==> src/logic/jsb_pkg.sv <==
// Shared constants for the JTAG service bus access port: instruction codes,
// chain lengths, field positions, size codes, host register offsets and timing.
// Assumes both ends and the bench compile this package first.
`default_nettype none
package jsb_pkg;
  // Instruction register
  localparam int          IR_LEN       = 5;
  localparam logic [4:0]  IR_DEBUG_REG = 5'h10;
  localparam logic [4:0]  IR_MSU_REG   = 5'h14;
  localparam logic [4:0]  IR_MEM_SIZED = 5'h15;
  localparam logic [4:0]  IR_MEM_WORD  = 5'h11;
  localparam logic [4:0]  IR_BYPASS    = 5'h1f;
  localparam logic [1:0]  IR_CAP_LOW   = 2'h1;
  localparam logic        PROTECT_BIT  = 1'h0;

  // Scan chain lengths, instruction and data
  localparam int          DR_MAX       = 39;
  localparam logic [5:0]  LEN_IR       = 6'h05;
  localparam logic [5:0]  LEN_REG      = 6'h22;
  localparam logic [5:0]  LEN_WORD     = 6'h23;
  localparam logic [5:0]  LEN_SIZED    = 6'h27;

  // Field positions in the data chain
  localparam int          DIR_BIT      = 0;
  localparam int          ADDR_BUSY    = 0;
  localparam int          ADDR_ERR     = 1;
  localparam int          DATA_BUSY    = 32;
  localparam int          DATA_ERR     = 33;
  localparam int          REG_IDX_LSB  = 1;
  localparam int          REG_IDX_MSB  = 7;
  localparam int          SIZE_LSB     = 1;
  localparam int          SIZE_MSB     = 2;
  localparam int          SADDR_LSB    = 3;
  localparam int          SADDR_MSB    = 38;
  localparam int          WADDR_LSB    = 1;
  localparam int          WADDR_MSB    = 34;

  // Access sizes
  localparam logic [1:0]  SIZE_BYTE    = 2'h0;
  localparam logic [1:0]  SIZE_HALF    = 2'h1;
  localparam logic [1:0]  SIZE_WORD    = 2'h2;
  localparam logic [1:0]  SIZE_RSVD    = 2'h3;

  // Service bus target units
  localparam logic [1:0]  UNIT_DEBUG   = 2'h0;
  localparam logic [1:0]  UNIT_MSU     = 2'h1;
  localparam logic [1:0]  UNIT_MEM     = 2'h2;

  // Host register offsets
  localparam logic [3:0]  REG_CTRL     = 4'h0;
  localparam logic [3:0]  REG_ADDR_LO  = 4'h1;
  localparam logic [3:0]  REG_ADDR_HI  = 4'h2;
  localparam logic [3:0]  REG_WDATA    = 4'h3;
  localparam logic [3:0]  REG_START    = 4'h4;
  localparam logic [3:0]  REG_RDATA    = 4'h5;
  localparam logic [3:0]  REG_STATUS   = 4'h6;
  localparam logic [3:0]  REG_MASK     = 4'h7;

  // Test clock made by the host
  localparam int          MCLK_NS      = 10;
  localparam int          TCK_HALF_NS  = 80;
  localparam int          TCK_HALF_CYC = TCK_HALF_NS / MCLK_NS;
  localparam logic [3:0]  TCK_DIV_LAST = 4'(TCK_HALF_CYC - 1);

  // Mode select values for the host
  localparam logic [1:0]  SEL_DEBUG    = 2'h0;
  localparam logic [1:0]  SEL_MSU      = 2'h1;
  localparam logic [1:0]  SEL_SIZED    = 2'h2;
  localparam logic [1:0]  SEL_WORD     = 2'h3;

  // Lead-in TMS bits, first bit in bit 0
  localparam logic [4:0]  PRE_IR       = 5'h06;
  localparam logic [2:0]  PRE_IR_N     = 3'h5;
  localparam logic [4:0]  PRE_DR       = 5'h01;
  localparam logic [2:0]  PRE_DR_N     = 3'h3;

  typedef enum logic [3:0] {
    TAP_RESET, TAP_IDLE, TAP_SEL_DR, TAP_CAP_DR, TAP_SHIFT_DR, TAP_EXIT1_DR,
    TAP_PAUSE_DR, TAP_EXIT2_DR, TAP_UPD_DR, TAP_SEL_IR, TAP_CAP_IR,
    TAP_SHIFT_IR, TAP_EXIT1_IR, TAP_PAUSE_IR, TAP_EXIT2_IR, TAP_UPD_IR
  } jsb_tap_e;
endpackage
`default_nettype wire

==> src/logic/jsb_link_if.sv <==
// The four JTAG wires between the host controller and the device.
// Assumes one host and one device; the host makes the test clock.
`default_nettype none
interface jsb_link_if;
  logic tck;
  logic tms;
  logic tdi;
  logic tdo;
  modport dev  (input tck, input tms, input tdi, output tdo);
  modport host (output tck, output tms, output tdi, input tdo);
endinterface
`default_nettype wire

==> src/logic/jsb_dev.sv <==
// Device end: TAP controller with the four service bus access instructions
// and a service bus master on the user side.
// Assumes tck from the link is far slower than mclk (at least 6 mclk per phase).
//
// Behaviour
// - 0x10 selects 34-bit debug register chain
// - 0x14 selects 34-bit memory-service register chain
// - 0x15 selects 39-bit sized memory chain
// - 0x11 selects 35-bit word memory chain
// - Address first; toggle on non-busy scan end
// - Direction bit one reads, zero writes
// - Debugger walks Idle, address, Update, data
// - Debugger shifts every address bit
// - Write data scans carry all 32 bits
// - Read data scans may be cut short
// - Read scan returns data, busy, error
// - Write scan stores data, output meaningless
// - Size codes byte, halfword, word, reserved
// - Lanes follow address modulo four, aligned
// - Targets may accept word accesses only
// - Busy flag shows outstanding bus access
// - Error flag shows failed bus access
// - Fields shift least significant bit first
//
// The address-and-strobe port and the placing of the registers were chosen for this implementation.
`default_nettype none
module jsb_dev (
  // Clock and reset
  input  wire logic        mclk,
  input  wire logic        reset,
  // JTAG link
  jsb_link_if.dev          link,
  // Service bus master
  output logic             sab_req,
  output logic [1:0]       sab_unit,
  output logic [35:0]      sab_addr,
  output logic             sab_write,
  output logic [3:0]       sab_be,
  output logic [31:0]      sab_wdata,
  input  wire logic        sab_ack,
  input  wire logic        sab_err,
  input  wire logic [31:0] sab_rdata
);
  typedef struct packed {
    logic                  tck_m;
    logic                  tck_s;
    logic                  tck_d;
    logic                  tms_m;
    logic                  tms_s;
    logic                  tdi_m;
    logic                  tdi_s;
    jsb_pkg::jsb_tap_e     tap;
    logic [4:0]            ir;
    logic [4:0]            ir_sr;
    logic [38:0]           dr;
    logic                  byp;
    logic                  addr_phase;
    logic                  cap_busy;
    logic                  rd;
    logic [1:0]            size;
    logic [35:0]           addr;
    logic                  busy;
    logic                  err;
    logic [31:0]           rdata;
    logic                  tdo;
    logic                  req;
    logic [1:0]            unit;
    logic                  write;
    logic [3:0]            be;
    logic [31:0]           wdata;
  } jsb_dev_s;

  jsb_dev_s q;
  jsb_dev_s d;

  logic       rise;
  logic       fall;
  logic       acc;
  logic       go;
  logic       bad;
  logic [5:0] len;

  function automatic jsb_pkg::jsb_tap_e tap_next(input jsb_pkg::jsb_tap_e s, input logic tms);
    unique case (s)
      jsb_pkg::TAP_RESET:    tap_next = tms ? jsb_pkg::TAP_RESET    : jsb_pkg::TAP_IDLE;
      jsb_pkg::TAP_IDLE:     tap_next = tms ? jsb_pkg::TAP_SEL_DR   : jsb_pkg::TAP_IDLE;
      jsb_pkg::TAP_SEL_DR:   tap_next = tms ? jsb_pkg::TAP_SEL_IR   : jsb_pkg::TAP_CAP_DR;
      jsb_pkg::TAP_CAP_DR:   tap_next = tms ? jsb_pkg::TAP_EXIT1_DR : jsb_pkg::TAP_SHIFT_DR;
      jsb_pkg::TAP_SHIFT_DR: tap_next = tms ? jsb_pkg::TAP_EXIT1_DR : jsb_pkg::TAP_SHIFT_DR;
      jsb_pkg::TAP_EXIT1_DR: tap_next = tms ? jsb_pkg::TAP_UPD_DR   : jsb_pkg::TAP_PAUSE_DR;
      jsb_pkg::TAP_PAUSE_DR: tap_next = tms ? jsb_pkg::TAP_EXIT2_DR : jsb_pkg::TAP_PAUSE_DR;
      jsb_pkg::TAP_EXIT2_DR: tap_next = tms ? jsb_pkg::TAP_UPD_DR   : jsb_pkg::TAP_SHIFT_DR;
      jsb_pkg::TAP_UPD_DR:   tap_next = tms ? jsb_pkg::TAP_SEL_DR   : jsb_pkg::TAP_IDLE;
      jsb_pkg::TAP_SEL_IR:   tap_next = tms ? jsb_pkg::TAP_RESET    : jsb_pkg::TAP_CAP_IR;
      jsb_pkg::TAP_CAP_IR:   tap_next = tms ? jsb_pkg::TAP_EXIT1_IR : jsb_pkg::TAP_SHIFT_IR;
      jsb_pkg::TAP_SHIFT_IR: tap_next = tms ? jsb_pkg::TAP_EXIT1_IR : jsb_pkg::TAP_SHIFT_IR;
      jsb_pkg::TAP_EXIT1_IR: tap_next = tms ? jsb_pkg::TAP_UPD_IR   : jsb_pkg::TAP_PAUSE_IR;
      jsb_pkg::TAP_PAUSE_IR: tap_next = tms ? jsb_pkg::TAP_EXIT2_IR : jsb_pkg::TAP_PAUSE_IR;
      jsb_pkg::TAP_EXIT2_IR: tap_next = tms ? jsb_pkg::TAP_UPD_IR   : jsb_pkg::TAP_SHIFT_IR;
      jsb_pkg::TAP_UPD_IR:   tap_next = tms ? jsb_pkg::TAP_SEL_DR   : jsb_pkg::TAP_IDLE;
    endcase
  endfunction

  always_comb
  begin
    d    = q;
    go   = 1'b0;
    bad  = 1'b0;
    // Edges are taken from the second and third stages, never the first
    rise = q.tck_s & ~q.tck_d;
    fall = ~q.tck_s & q.tck_d;
    acc  = (q.ir == jsb_pkg::IR_DEBUG_REG) || (q.ir == jsb_pkg::IR_MSU_REG) ||
           (q.ir == jsb_pkg::IR_MEM_SIZED) || (q.ir == jsb_pkg::IR_MEM_WORD);
    unique case (q.ir)
      jsb_pkg::IR_MEM_SIZED: len = jsb_pkg::LEN_SIZED;
      jsb_pkg::IR_MEM_WORD:  len = jsb_pkg::LEN_WORD;
      default:               len = jsb_pkg::LEN_REG;
    endcase
    d.tck_m = link.tck;
    d.tck_s = q.tck_m;
    d.tck_d = q.tck_s;
    d.tms_m = link.tms;
    d.tms_s = q.tms_m;
    d.tdi_m = link.tdi;
    d.tdi_s = q.tdi_m;

    if (q.req && sab_ack)
    begin
      d.req  = 1'b0;
      d.busy = 1'b0;
      d.err  = sab_err;
      if (q.rd)
        d.rdata = sab_rdata;
    end

    if (rise)
    begin
      d.tap = tap_next(q.tap, q.tms_s);
      unique case (q.tap)
        jsb_pkg::TAP_RESET:    d.ir = jsb_pkg::IR_BYPASS;
        jsb_pkg::TAP_CAP_IR:   d.ir_sr = {jsb_pkg::PROTECT_BIT, q.err, q.busy, jsb_pkg::IR_CAP_LOW};
        jsb_pkg::TAP_SHIFT_IR: d.ir_sr = {q.tdi_s, q.ir_sr[4:1]};
        jsb_pkg::TAP_UPD_IR:
        begin
          d.ir         = q.ir_sr;
          d.addr_phase = 1'b1;
        end
        jsb_pkg::TAP_CAP_DR:
        begin
          d.byp      = 1'b0;
          d.cap_busy = q.busy;
          d.dr       = '0;
          if (q.addr_phase)
          begin
            d.dr[jsb_pkg::ADDR_BUSY] = q.busy;
            d.dr[jsb_pkg::ADDR_ERR]  = q.err;
          end
          else
          begin
            d.dr[31:0]               = q.rdata;
            d.dr[jsb_pkg::DATA_BUSY] = q.busy;
            d.dr[jsb_pkg::DATA_ERR]  = q.err;
          end
        end
        jsb_pkg::TAP_SHIFT_DR:
        begin
          d.byp                  = q.tdi_s;
          // New bit enters at the top of the chain, so a cut-short scan is harmless
          d.dr                   = q.dr >> 1;
          d.dr[len - 6'h01]      = q.tdi_s;
        end
        jsb_pkg::TAP_UPD_DR:
        begin
          if (acc && !q.cap_busy)
          begin
            if (q.addr_phase)
            begin
              d.addr_phase = 1'b0;
              d.rd         = q.dr[jsb_pkg::DIR_BIT];
              d.size       = jsb_pkg::SIZE_WORD;
              unique case (q.ir)
                jsb_pkg::IR_MEM_SIZED:
                begin
                  d.unit = jsb_pkg::UNIT_MEM;
                  d.size = q.dr[jsb_pkg::SIZE_MSB:jsb_pkg::SIZE_LSB];
                  d.addr = q.dr[jsb_pkg::SADDR_MSB:jsb_pkg::SADDR_LSB];
                end
                jsb_pkg::IR_MEM_WORD:
                begin
                  d.unit = jsb_pkg::UNIT_MEM;
                  d.addr = {q.dr[jsb_pkg::WADDR_MSB:jsb_pkg::WADDR_LSB], 2'h0};
                end
                jsb_pkg::IR_MSU_REG:
                begin
                  d.unit = jsb_pkg::UNIT_MSU;
                  d.addr = {29'h0, q.dr[jsb_pkg::REG_IDX_MSB:jsb_pkg::REG_IDX_LSB]};
                end
                default:
                begin
                  d.unit = jsb_pkg::UNIT_DEBUG;
                  d.addr = {29'h0, q.dr[jsb_pkg::REG_IDX_MSB:jsb_pkg::REG_IDX_LSB]};
                end
              endcase
              // Reads start now so the data are ready for the data scan
              go = q.dr[jsb_pkg::DIR_BIT];
            end
            else
            begin
              d.addr_phase = 1'b1;
              if (!q.rd)
              begin
                d.wdata = q.dr[31:0];
                go      = 1'b1;
              end
            end
          end
        end
        default: ;
      endcase
    end

    if (go)
    begin
      // Register index units carry no size or lane, so only memory is checked
      bad = (d.unit == jsb_pkg::UNIT_MEM) &&
            ((d.size == jsb_pkg::SIZE_RSVD) ||
             ((d.size == jsb_pkg::SIZE_HALF) && d.addr[0]) ||
             ((d.size == jsb_pkg::SIZE_WORD) && (d.addr[1:0] != 2'h0)));
      unique case (d.size)
        jsb_pkg::SIZE_BYTE: d.be = 4'h1 << d.addr[1:0];
        jsb_pkg::SIZE_HALF: d.be = 4'h3 << d.addr[1:0];
        default:            d.be = 4'hf;
      endcase
      // Misaligned or reserved sizes never reach the bus; they just report an error
      d.err   = bad;
      d.req   = ~bad;
      d.busy  = ~bad;
      d.write = ~d.rd;
    end

    if (fall)
    begin
      if (q.tap == jsb_pkg::TAP_SHIFT_IR)
        d.tdo = q.ir_sr[0];
      else if (q.tap == jsb_pkg::TAP_SHIFT_DR)
        d.tdo = acc ? q.dr[0] : q.byp;
    end
  end

  always_ff @(posedge mclk)
  begin
    if (reset)
    begin
      q     <= '0;
      q.tap <= jsb_pkg::TAP_RESET;
      q.ir  <= jsb_pkg::IR_BYPASS;
    end
    else
      q <= d;
  end

  assign link.tdo  = q.tdo;
  assign sab_req   = q.req;
  assign sab_unit  = q.unit;
  assign sab_addr  = q.addr;
  assign sab_write = q.write;
  assign sab_be    = q.be;
  assign sab_wdata = q.wdata;
endmodule
`default_nettype wire

==> src/flat_wrapper.sv <==
// flat-port wrapper written by rule: the top's interface ports become plain ports
module jsb_dev_flat 
  (mclk, reset, sab_req, sab_unit, sab_addr, sab_write, sab_be, sab_wdata, sab_ack, sab_err, sab_rdata, link_tck, link_tms, link_tdi, link_tdo);
  jsb_link_if link_i ();
  input  wire logic mclk;
  input  wire logic reset;
  output logic sab_req;
  output logic [1:0] sab_unit;
  output logic [35:0] sab_addr;
  output logic sab_write;
  output logic [3:0] sab_be;
  output logic [31:0] sab_wdata;
  input  wire logic sab_ack;
  input  wire logic sab_err;
  input  wire logic [31:0] sab_rdata;
  input wire logic [$bits(link_i.tck)-1:0] link_tck;
  input wire logic [$bits(link_i.tms)-1:0] link_tms;
  input wire logic [$bits(link_i.tdi)-1:0] link_tdi;
  output wire logic [$bits(link_i.tdo)-1:0] link_tdo;
  assign link_i.tck = link_tck;
  assign link_i.tms = link_tms;
  assign link_i.tdi = link_tdi;
  assign link_tdo = link_i.tdo;
  jsb_dev u_core (.mclk(mclk), .reset(reset), .link(link_i), .sab_req(sab_req), .sab_unit(sab_unit), .sab_addr(sab_addr), .sab_write(sab_write), .sab_be(sab_be), .sab_wdata(sab_wdata), .sab_ack(sab_ack), .sab_err(sab_err), .sab_rdata(sab_rdata));
endmodule
==> config.mk <==
export PLATFORM = sky130hd
export DESIGN_NAME = jsb_dev_flat
export DESIGN_NICKNAME = d
export VERILOG_FILES = /design/src/logic/jsb_pkg.sv /design/src/logic/jsb_link_if.sv /design/src/logic/jsb_dev.sv /design/src/flat_wrapper.sv
export SDC_FILE = /design/constraint.sdc
export NUM_CORES = 1
export LEC_CHECK = 0
export ABC_AREA = 1
export ABC_CLOCK_PERIOD_IN_PS = 4100
export BUFFER_PORTS_ARGS = -buffer_cell sky130_fd_sc_hd__buf_2
export CORE_MARGIN = 8
export CORE_UTILIZATION = 55
export DETAILED_ROUTE_END_ITERATION = 7
export PLACE_DENSITY = 0.77
export SLEW_MARGIN = 20
export SYNTH_ARGS = -nofsm -noshare
export SYNTH_HDL_FRONTEND = slang
export SYNTH_SLANG_ARGS = --single-unit
export TNS_END_PERCENT = 20
==> constraint.sdc <==
create_clock -name mclk -period 4.1 [get_ports mclk]
set_input_delay 0.205 -clock mclk [delete_from_list [all_inputs] [get_ports mclk]]
set_output_delay 0.205 -clock mclk [all_outputs]
set_load 0.1 [all_outputs]
==> reports/metrics.csv, run 1 <==
metric,value,unit
status,"complete, no violations",
hold_violations,0,
power_density,393,nW/µm²
yosysUniqueCellTypes,33,
synth_top_flop_cell,dfxtp_1,
finalNonFillerCells,1269,
drt_wl_total,19800,µm
synth_area_leaders,"dfxtp_1 (44%), o21ai_0 (10%), buf_4 (7.4%), a21oi_1 (7.1%), nand2_1 (6.5%)",
synth_area,7940,µm²
vias,6902,
grt_pass1_vias,6194,
worst-slew-pin-transition,1.03,ns
min_from,sab_rdata[31],
crit_fanout,41,
reg2reg_depth,7,
r2r_end,u_core.q[132],
crit_path_max_incr_delay,0.71,ns
cp-start-kind,flip-flop,
fin_setup_tns,0,ns
synth.avg_cell_area,7.45,µm²
endpoint_kind,flip-flop,
grt_use_total,0.211,
synth.top_cells.by_count,"dfxtp_1 (176), o21ai_0 (163), nand2_1 (138)",
synth_most_common_cell,dfxtp_1,
dp_hpwl,13400,µm
antennaDiodeCount,0,
worstHoldEndpoint,u_core.q[72],
holdWs,0.0464,ns
cp.arrival,2.95,ns
grt_pass1_wl,31200,µm
dpl.cell_count,1234,
relSlewSlack,0.313,
via_per_inst,5.44,
ys_async_sr_fraction,0,
place_congestion,0.878,
post_cts_resize_count,0,
cap_violations,0,
worstPathRequired,4.44,ns
r2r_start,u_core.d[174],
drt_iter0_markers,554,
clock.fmax,383,MHz
antenna_found_initial,0,
syn_inst,1066,
postRouteAntennaNets,0,
cts_buffers,17,
clk-insertion-delay-late,0.43,ns
core_area,14300,µm²
grt-ovfl-total,0,
syn2layout_area_growth,7.80,%
synth.largest_area_cell,dfxtp_1,
htree_levels,4,
rows,44,
p_leak,3.31,nW
ys_seq_area_frac,0.444,
path_clk_slew,0.07,ns
dr.pass1.iters,5,
drive_gt1_frac,0.171,
remaining_drc_errors,0,
finalCritPeriodShare,0.637,
whs_path_depth,3,
clock_path_buffers,2,
crit_top_cell,inv_2,
root_buffer,clkbuf_16,
cts.sinks,176,
synth_fp_nets,1105,
post-route-util,0.598,
rsz0062_at_grt,false,
port_buffers,115,
min_path_type,input pin to flip-flop,
die-area,18500,µm²
skew,0.0104,ns
cts_tree,done,
setup_viol,0,
synth-edff-count,0,
yosysTopAreaCellShare,0.444,
reg2reg_setup_slack,1.49,ns
fin_nets,1111,
wire_per_inst,15.6,µm
fin_crit,2.61,ns
grt_max_degree,73,
initial_core_util,0.555,
peakVddDrop,0.000304,V
slew_viol_final,0,
io_pins,116,
path_cells,inv_2 > nor2_2 > inv_2 > nor2_4 > buf_4 > nor2_1 > a211oi_1,
crit_slowest_cell,nor2_4,
ys_ff_latch,176,
yosys_warnings,0,
worstSetupPathType,flip-flop to flip-flop,
die_width,136,µm
die_y,136,µm
-- worst max path at each step --
stage / start / endpoint / slack, ns / depth (start not counted)
after floorplan: u_core.sab_req / u_core.q[64] / 2.25 / 6
after global placement: u_core.d[174] / u_core.q[119] / 1.70 / 7
after detailed placement: u_core.d[174] / u_core.q[131] / 1.55 / 7
after CTS: u_core.d[174] / u_core.q[131] / 1.54 / 7
after global routing: u_core.d[174] / u_core.q[131] / 1.26 / 7
final: u_core.d[174] / u_core.q[132] / 1.49 / 7
-- cell families (layout without fill, tap and decap cells) --
logic type      Yosys count  count (layout)  share of synthesized area
buf+inv                 268             287                      0.169
simple gates            250             250                      0.133
flops                   176             176                      0.444
compound gates          372             372                      0.255
-- flip-flops by register name, indices dropped and copies added (netlist names) --
signal,flops
u_core.sab_wdata,32
u_core.sab_addr,36
u_core.q,95
u_core.sab_unit,2
u_core.d,4
u_core.sab_be,4
u_core.sab_write,1
u_core.link.tdo,1
u_core.sab_req,1
-- worst max-delay path: cells and delay by family (launching register included) --
kind	cells	cell delay [ns]
AOI/OAI and AO/OA	1	0.20
buffers and inverters	3	0.68
DFF	1	0.37
and+or+nand+nor	3	1.24
-- layout make-up --
cell class / count / area [µm²]
Fill cell: 1312 / 5750
Sequential cell: 176 / 3520
Multi-Input combinational cell: 622 / 3080
Timing Repair Buffer: 126 / 666
Inverter: 129 / 484
Clock buffer: 21 / 470
Tap cell: 184 / 230
Clock inverter: 11 / 104
-- through the flow --
stage	power [mW]	area, µm²	worst slack [ns]
after global placement	1.83	7960	1.70
after floorplan	1.80	7940	2.25
final	3.37	8560	1.49
after CTS	3.38	8560	1.54
after global routing	3.46	8560	1.26
after detailed placement	1.83	7960	1.55
-- timing repair --
item / 4_1_cts / 5_1_grt
endpoints found under the hold margin: 3 / 0
buffers inserted: 0 / 0
hold buffers: 3 / 0
-- routing by layer --
metal | global-route usage | share of wire
met1 | 0.278 | 0.45
met2 | 0.321 | 0.44
met3 | 0.0525 | 0.079
met4 | 0.0897 | 0.027
met5 | 0 | 0
-- cell usage in the layout, fill, tap and decap left out, types with 21 or more instances in the layout --
cell,count
inv_1,117
dfxtp_1,176
o21ai_0,163
a211oi_1,34
nor2_1,72
buf_2,115
o22ai_1,23
a21oi_1,112
nand2_1,137
a31oi_1,21
-- report_power, final --
part | total [mW] | switching [mW] | leakage (nW) | internal (mW)
clock network | 1.57 | 0.683 | 0.280 | 0.889
logic | 0.0775 | 0.0501 | 1.61 | 0.0274
registers | 1.72 | 0.00392 | 1.42 | 1.71
total | 3.37 | 0.737 | 3.31 | 2.63
(Power assumes the default switching activity.)
==> run 2: changes to the inputs <==
- ABC_CLOCK_PERIOD_IN_PS: 4100 -> 2300
- CORE_UTILIZATION: 55 -> 52
- clock period: 4.1 -> 2.3 ns (I/O delays scaled with it)
==> run 2 against run 1 <==
Flip-flop and latch count is the same; worst hold slack lost 0.023 ns; final cell count grew 3.2%; sequential share of layout area shrank 2.4 points; utilization grew 0.52 points; register-to-register slack lost 1.2 ns; clock-buffer cell count shrank 1; critical path type unchanged.
==> reports/metrics.csv, run 2 (synthesis gave the netlist of run 1 again) <==
metric,value,unit,change
status,"complete, no violations",,
layout_commonest_cell,dfxtp_1,,
r2r_end,u_core.q[129],,
dr.pass1.iters,5,,unchanged
skew,0.00883,ns,-0.00156 ns
crit_fanout,30,,-27%
multiInputGateArea,3080,µm²,about the same
min_path_type,input pin to flip-flop,,
regMostFlops,u_core.q,,
crit_family,simple AND/OR/NAND/NOR gates,,
die_y,140,µm,+2.5%
grt_max_degree,73,,unchanged
crit_slowest_cell,dfxtp_1,,
hold_violations,0,,unchanged
cp-start-kind,flip-flop,,
syn2layout_area_growth,14.6,%,
remaining_drc_errors,0,,unchanged
crit_buf_inv,1,,-2
root_buffer,clkbuf_16,,
drt_wl_total,20200,µm,+2.1%
drt_iter0_markers,586,,+5.8%
peakVddDrop,0.000520,V,+71%
fin_crit,2.00,ns,-0.613 ns
place_congestion,0.888,,+1.1%
cts_tree,done,,
grt-ovfl-total,0,,unchanged
grt_use_total,0.207,,-0.00343
htree_levels,4,,unchanged
initial_core_util,0.526,,-0.0285
fin_setup_tns,0,ns,unchanged
rows,45,,+2.3%
largest_reg_flops,95,,unchanged
grt_pass1_wl,33000,µm,+5.8%
crit_start,u_core.q[166],,
vias,7035,,+1.9%
power_density,729,nW/µm²,+86%
die-area,19500,µm²,+5.1%
relSlewSlack,0.473,,+0.159
setup_viol,0,,unchanged
dp_hpwl,14100,µm,+5.3%
drive_gt1_frac,0.170,,about the same
crit_top_cell,nor2_1,,
postRouteAntennaNets,0,,unchanged
p_leak,3.55,nW,+7.3%
rsz0062_at_grt,false,,
endpoint_kind,flip-flop,,
clock_path_buffers,2,,unchanged
fin_nets,1147,,+3.2%
finalNonFillerCells,1309,,+3.2%
wire_per_inst,15.4,µm,-1.0%
r2r_start,u_core.q[166],,
core_area,15100,µm²,+5.4%
regArea,3520,µm²,unchanged
worst-slew-pin-transition,0.791,ns,-0.236 ns
cts.sinks,176,,unchanged
antennaDiodeCount,0,,unchanged
n_fill_cell,1364,,+4.0%
layout_common_cells,"dfxtp_1 (176), o21ai_0 (163), nand2_1 (138), inv_1 (117), buf_2 (115)",,
crit_path_max_incr_delay,0.52,ns,-0.19 ns
worstSetupPathType,flip-flop to flip-flop,,
cp.arrival,2.34,ns,-0.61 ns
port_buffers,115,,unchanged
post_cts_resize_count,0,,unchanged
path_clk_slew,0.07,ns,about the same
cp.depth,7,,unchanged
clock.fmax,501,MHz,+31%
worstPathRequired,2.64,ns,-1.80 ns
p_total,6.64,mW,+97%
endpoint,u_core.q[129],,
clk-insertion-delay-late,0.43,ns,about the same
die_width,140,µm,+2.5%
dpl.cell_count,1246,,+0.97%
antenna_found_initial,0,,unchanged
path_cells,nand2_1 > nor2_1 > nor2_1 > nor2_4 > buf_12 > nor2_1 > a211oi_1,,
reg2reg_depth,7,,unchanged
finalCritPeriodShare,0.868,,+0.232
io_pins,116,,unchanged
cts_buffers,17,,unchanged
reg2reg_setup_slack,0.30,ns,-1.19 ns
via_per_inst,5.37,,-1.2%
cap_violations,0,,unchanged
slew_viol_final,0,,unchanged
grt_pass1_vias,6475,,+4.5%
==> run 2: cell count changes in the layout (fill, tap and decap cells not counted), sizes merged <==
cell | previous run | this run
buf | 123 | 131
bufinv | 1 | 7
clkbuf | 21 | 20
clkinv | 6 | 2
clkinvlp | 2 | 1
dlygate4sd3 | 3 | 31
==> run 2: worst min-delay path by stage <==
stage                        from             to  slack, ns  cells past startpoint
floorplan                link_tdi  u_core.d[170]       0.22                      2
detailed placement       link_tdi  u_core.d[170]       0.32                      3
global placement         link_tck  u_core.d[175]       0.32                      3
CTS                       sab_err   u_core.q[73]       0.01                      5
finish                    sab_err   u_core.q[73]       0.02                      5
global route        sab_rdata[22]   u_core.q[63]       0.05                      3
==> run 2: timing repair <==
item / 4_1_cts / 5_1_grt
setup buffers: 0 / 0
hold buffers: 31 / 0
endpoints found under the hold margin: 31 / 0
==> run 2: area by class of cell <==
type | instances | share of cell area
clock buffer | 20 | 0.0491
timing repair buffer | 162 | 0.119
tap | 188 | 0.0258
clock inverter | 12 | 0.0276
multi-input combinational | 622 | 0.339
sequential | 176 | 0.387
inverter | 129 | 0.0532
==> run 2: worst min-delay path, cell delays in order <==
cell and delay, ns:
buf_2 0.07, nand3_1 0.07, nand3_1 0.08, nand2_1 0.04
inv_1 0.04
==> run 2: report_power, final <==
| group | switching [mW] | leakage (nW) | total (mW) | internal, mW |
|---|---|---|---|---|
| registers | 0.00685 | 1.42 | 3.06 | 3.05 |
| logic | 0.0946 | 1.80 | 0.177 | 0.0828 |
| clock network | 1.21 | 0.337 | 3.40 | 2.19 |
==> run 2: routing by layer <==
layer	wire length (µm)	up-vias	track usage	share of wire
met3	1570	41	0.0506	0.078
met4	568	0	0.0863	0.028
li1	-	3543	-	-
met5	0	-	0	0
met1	9240	3194	0.276	0.46
met2	8820	257	0.315	0.44
==> run 2: per-stage QoR <==
step           utilization  cell area [µm²]  setup slack (ns)  hold slack (ns)
2_1_floorplan            -             7940             0.451            0.222
4_1_cts              0.603             9100             0.348           0.0127
3_3_place_gp         0.536             8100             0.425            0.316
3_5_place_dp         0.536             8100             0.393            0.324
6_report             0.603             9100             0.303           0.0230
5_1_grt              0.603             9100             0.148           0.0476
==> run 3: changes to the inputs <==
- CORE_UTILIZATION: 52 -> 51
- PLACE_DENSITY: 0.77 -> 0.75
==> run 3 against run 2 <==
Die area grew 1.7%; final cell count shrank 0.31%; wire length shrank 0.61%; via count shrank 0.80%; critical path depth is the same; register-to-register slack gained 0.13 ns; worst hold slack lost 0.013 ns; setup slack gained 0.13 ns; sequential power is essentially flat; highest routed layer unchanged.
==> reports/metrics.csv, run 3 (synthesis gave the netlist of run 1 again) <==
metric,value,unit,change
status,"complete, no violations",,
clock_path_buffers,2,,unchanged
crit_slowest_cell,dfxtp_1,,
initial_core_util,0.522,,-0.00390
die_y,141,µm,+0.86%
grt_pass1_wl,32300,µm,-2.4%
fin_crit,1.87,ns,-0.125 ns
p_seq_frac,0.516,,+0.055
holdWs,0.0102,ns,-0.0128 ns
vias,6979,,-0.80%
layout_common_cells,"dfxtp_1 (176), o21ai_0 (163), nand2_1 (138), inv_1 (117), buf_2 (115)",,
port_buffers,115,,unchanged
finalCritPeriodShare,0.814,,-0.0545
p_leak,3.46,nW,-2.5%
drive_gt1_frac,0.171,,+0.000610
htree_levels,4,,unchanged
dr.pass1.iters,6,,+1
via_per_inst,5.35,,-0.49%
p_switching,1.31,mW,-0.11%
crit_family,simple AND/OR/NAND/NOR gates,,
clockPowerShare,0.455,,-0.057
dpl.cell_count,1247,,+0.080%
grt_pass1_vias,6382,,-1.4%
drt_iter0_markers,712,,+22%
worstPathRequired,2.64,ns,about the same
grt_use_total,0.202,,-0.00546
clock.fmax,534,MHz,+6.7%
largest_reg_flops,95,,unchanged
cts_setup_buffers,0,,unchanged
crit_top_cell,nor2_1,,
p_comb_frac,0.029,,+0.002
layout_commonest_cell,dfxtp_1,,
root_buffer,clkbuf_16,,
crit_buf_inv,1,,unchanged
finalNonFillerCells,1305,,-0.31%
worstSetupPathType,flip-flop to flip-flop,,
power_density,667,nW/µm²,-8.6%
path_cells,nand2_1 > nor2_1 > nor2_1 > nor2_4 > buf_12 > nor2_1 > a211oi_1,,
cts_tree,done,,
antenna_found_initial,0,,unchanged
path_clk_slew,0.07,ns,about the same
grt_max_degree,73,,unchanged
grt-ovfl-total,0,,unchanged
p_sw_frac,0.221,,+0.0233
cts_buffers,17,,unchanged
io_pins,116,,unchanged
drt_wl_total,20100,µm,-0.61%
hold_buffers,28,,-9.7%
regMostFlops,u_core.q,,
worst-slew-pin-transition,0.781,ns,-0.00962 ns
wire_per_inst,15.4,µm,-0.31%
remaining_drc_errors,0,,unchanged
post_cts_resize_count,0,,unchanged
syn2layout_area_growth,12.0,%,
cap_violations,0,,unchanged
place_congestion,0.874,,-1.6%
relSlewSlack,0.479,,+0.00642
cts.sinks,176,,unchanged
clk-insertion-delay-late,0.43,ns,about the same
fin_setup_tns,0,ns,unchanged
slew_viol_final,0,,unchanged
p_total,5.93,mW,-11%
setup_viol,0,,unchanged
dp_hpwl,14000,µm,-0.40%
cp.arrival,2.21,ns,-0.13 ns
postRouteAntennaNets,0,,unchanged
crit_path_max_incr_delay,0.51,ns,about the same
core_area,15200,µm²,+0.75%
p_int,4.62,mW,-13%
min_path_type,input pin to flip-flop,,
peakVddDrop,0.000544,V,+4.5%
crit_fanout,64,,+110%
rsz0062_at_grt,false,,
skew,0.00841,ns,-0.000421 ns
finalWorstSetupSlack,0.428,ns,+0.125 ns
endpoint_kind,flip-flop,,
hold_violations,0,,unchanged
rows,45,,unchanged
die-area,19800,µm²,+1.7%
antennaDiodeCount,0,,unchanged
die_width,141,µm,+0.86%
fin_nets,1145,,-0.17%
cp-start-kind,flip-flop,,
place_ws,0.466,ns,+0.0731 ns
-- run 3: cell types whose count changed in the layout (fill, tap and decap cells not counted), sizes merged, moves of 2 or more --
cell         before  now
bufinv            7    1
clkbuf           20   18
clkinv            2    6
dlygate4sd3      31   28
-- run 3: layer usage --
| metal | wire length (µm) | share of wire | track usage | vias to the layer above |
|---|---|---|---|---|
| met3 | 1730 | 0.086 | 0.0577 | 34 |
| met5 | 0 | 0 | 0 | - |
| li1 | - | - | - | 3545 |
| met2 | 8910 | 0.44 | 0.308 | 262 |
| met4 | 396 | 0.020 | 0.0747 | 0 |
| met1 | 9040 | 0.45 | 0.265 | 3138 |
-- run 3: worst paths after layout --
check | depth (start not counted) | slack, ns | to | start
setup reg to reg | 7 | 0.43 | u_core.q[125] | u_core.q[166]
hold reg to reg | 2 | 0.41 | u_core.q[172] | u_core.d[172]
setup / recovery | 7 | 0.43 | u_core.q[125] | u_core.q[166]
hold / removal | 3 | 0.01 | u_core.q[43] | sab_rdata[2]
-- run 3: final cells by class --
type,instances,area [µm²]
Clock inverter,12,111
Inverter,129,484
Sequential cell,176,3520
Multi-Input combinational cell,622,3080
Tap cell,188,235
Timing Repair Buffer,160,1030
Fill cell,1400,6300
Clock buffer,18,429
-- run 3: power groups by stage --
stage                     Clock (mW)  Combinational (mW)  Sequential [mW]
after floorplan                    0              0.0837             3.13
after global routing            2.85               0.196             3.06
final                           2.70               0.175             3.06
after global placement             0               0.138             3.13
after detailed placement           0               0.137             3.13
after CTS                       2.75               0.174             3.06
-- run 3: worst register-to-register path, stage by stage, from the launching register on --
cell and delay, ns:
dfxtp_1 0.51, nand2_1 0.21, nor2_1 0.21, nor2_1 0.11, nor2_4 0.17, buf_12 0.27
nor2_1 0.10, a211oi_1 0.19
-- run 3: through the flow --
stage | cell area, µm² | util
6_report | 8900 | 0.585
3_5_place_dp | 8080 | 0.531
2_1_floorplan | 7940 | -
5_1_grt | 8900 | 0.585
3_3_place_gp | 8080 | 0.531
4_1_cts | 8900 | 0.585
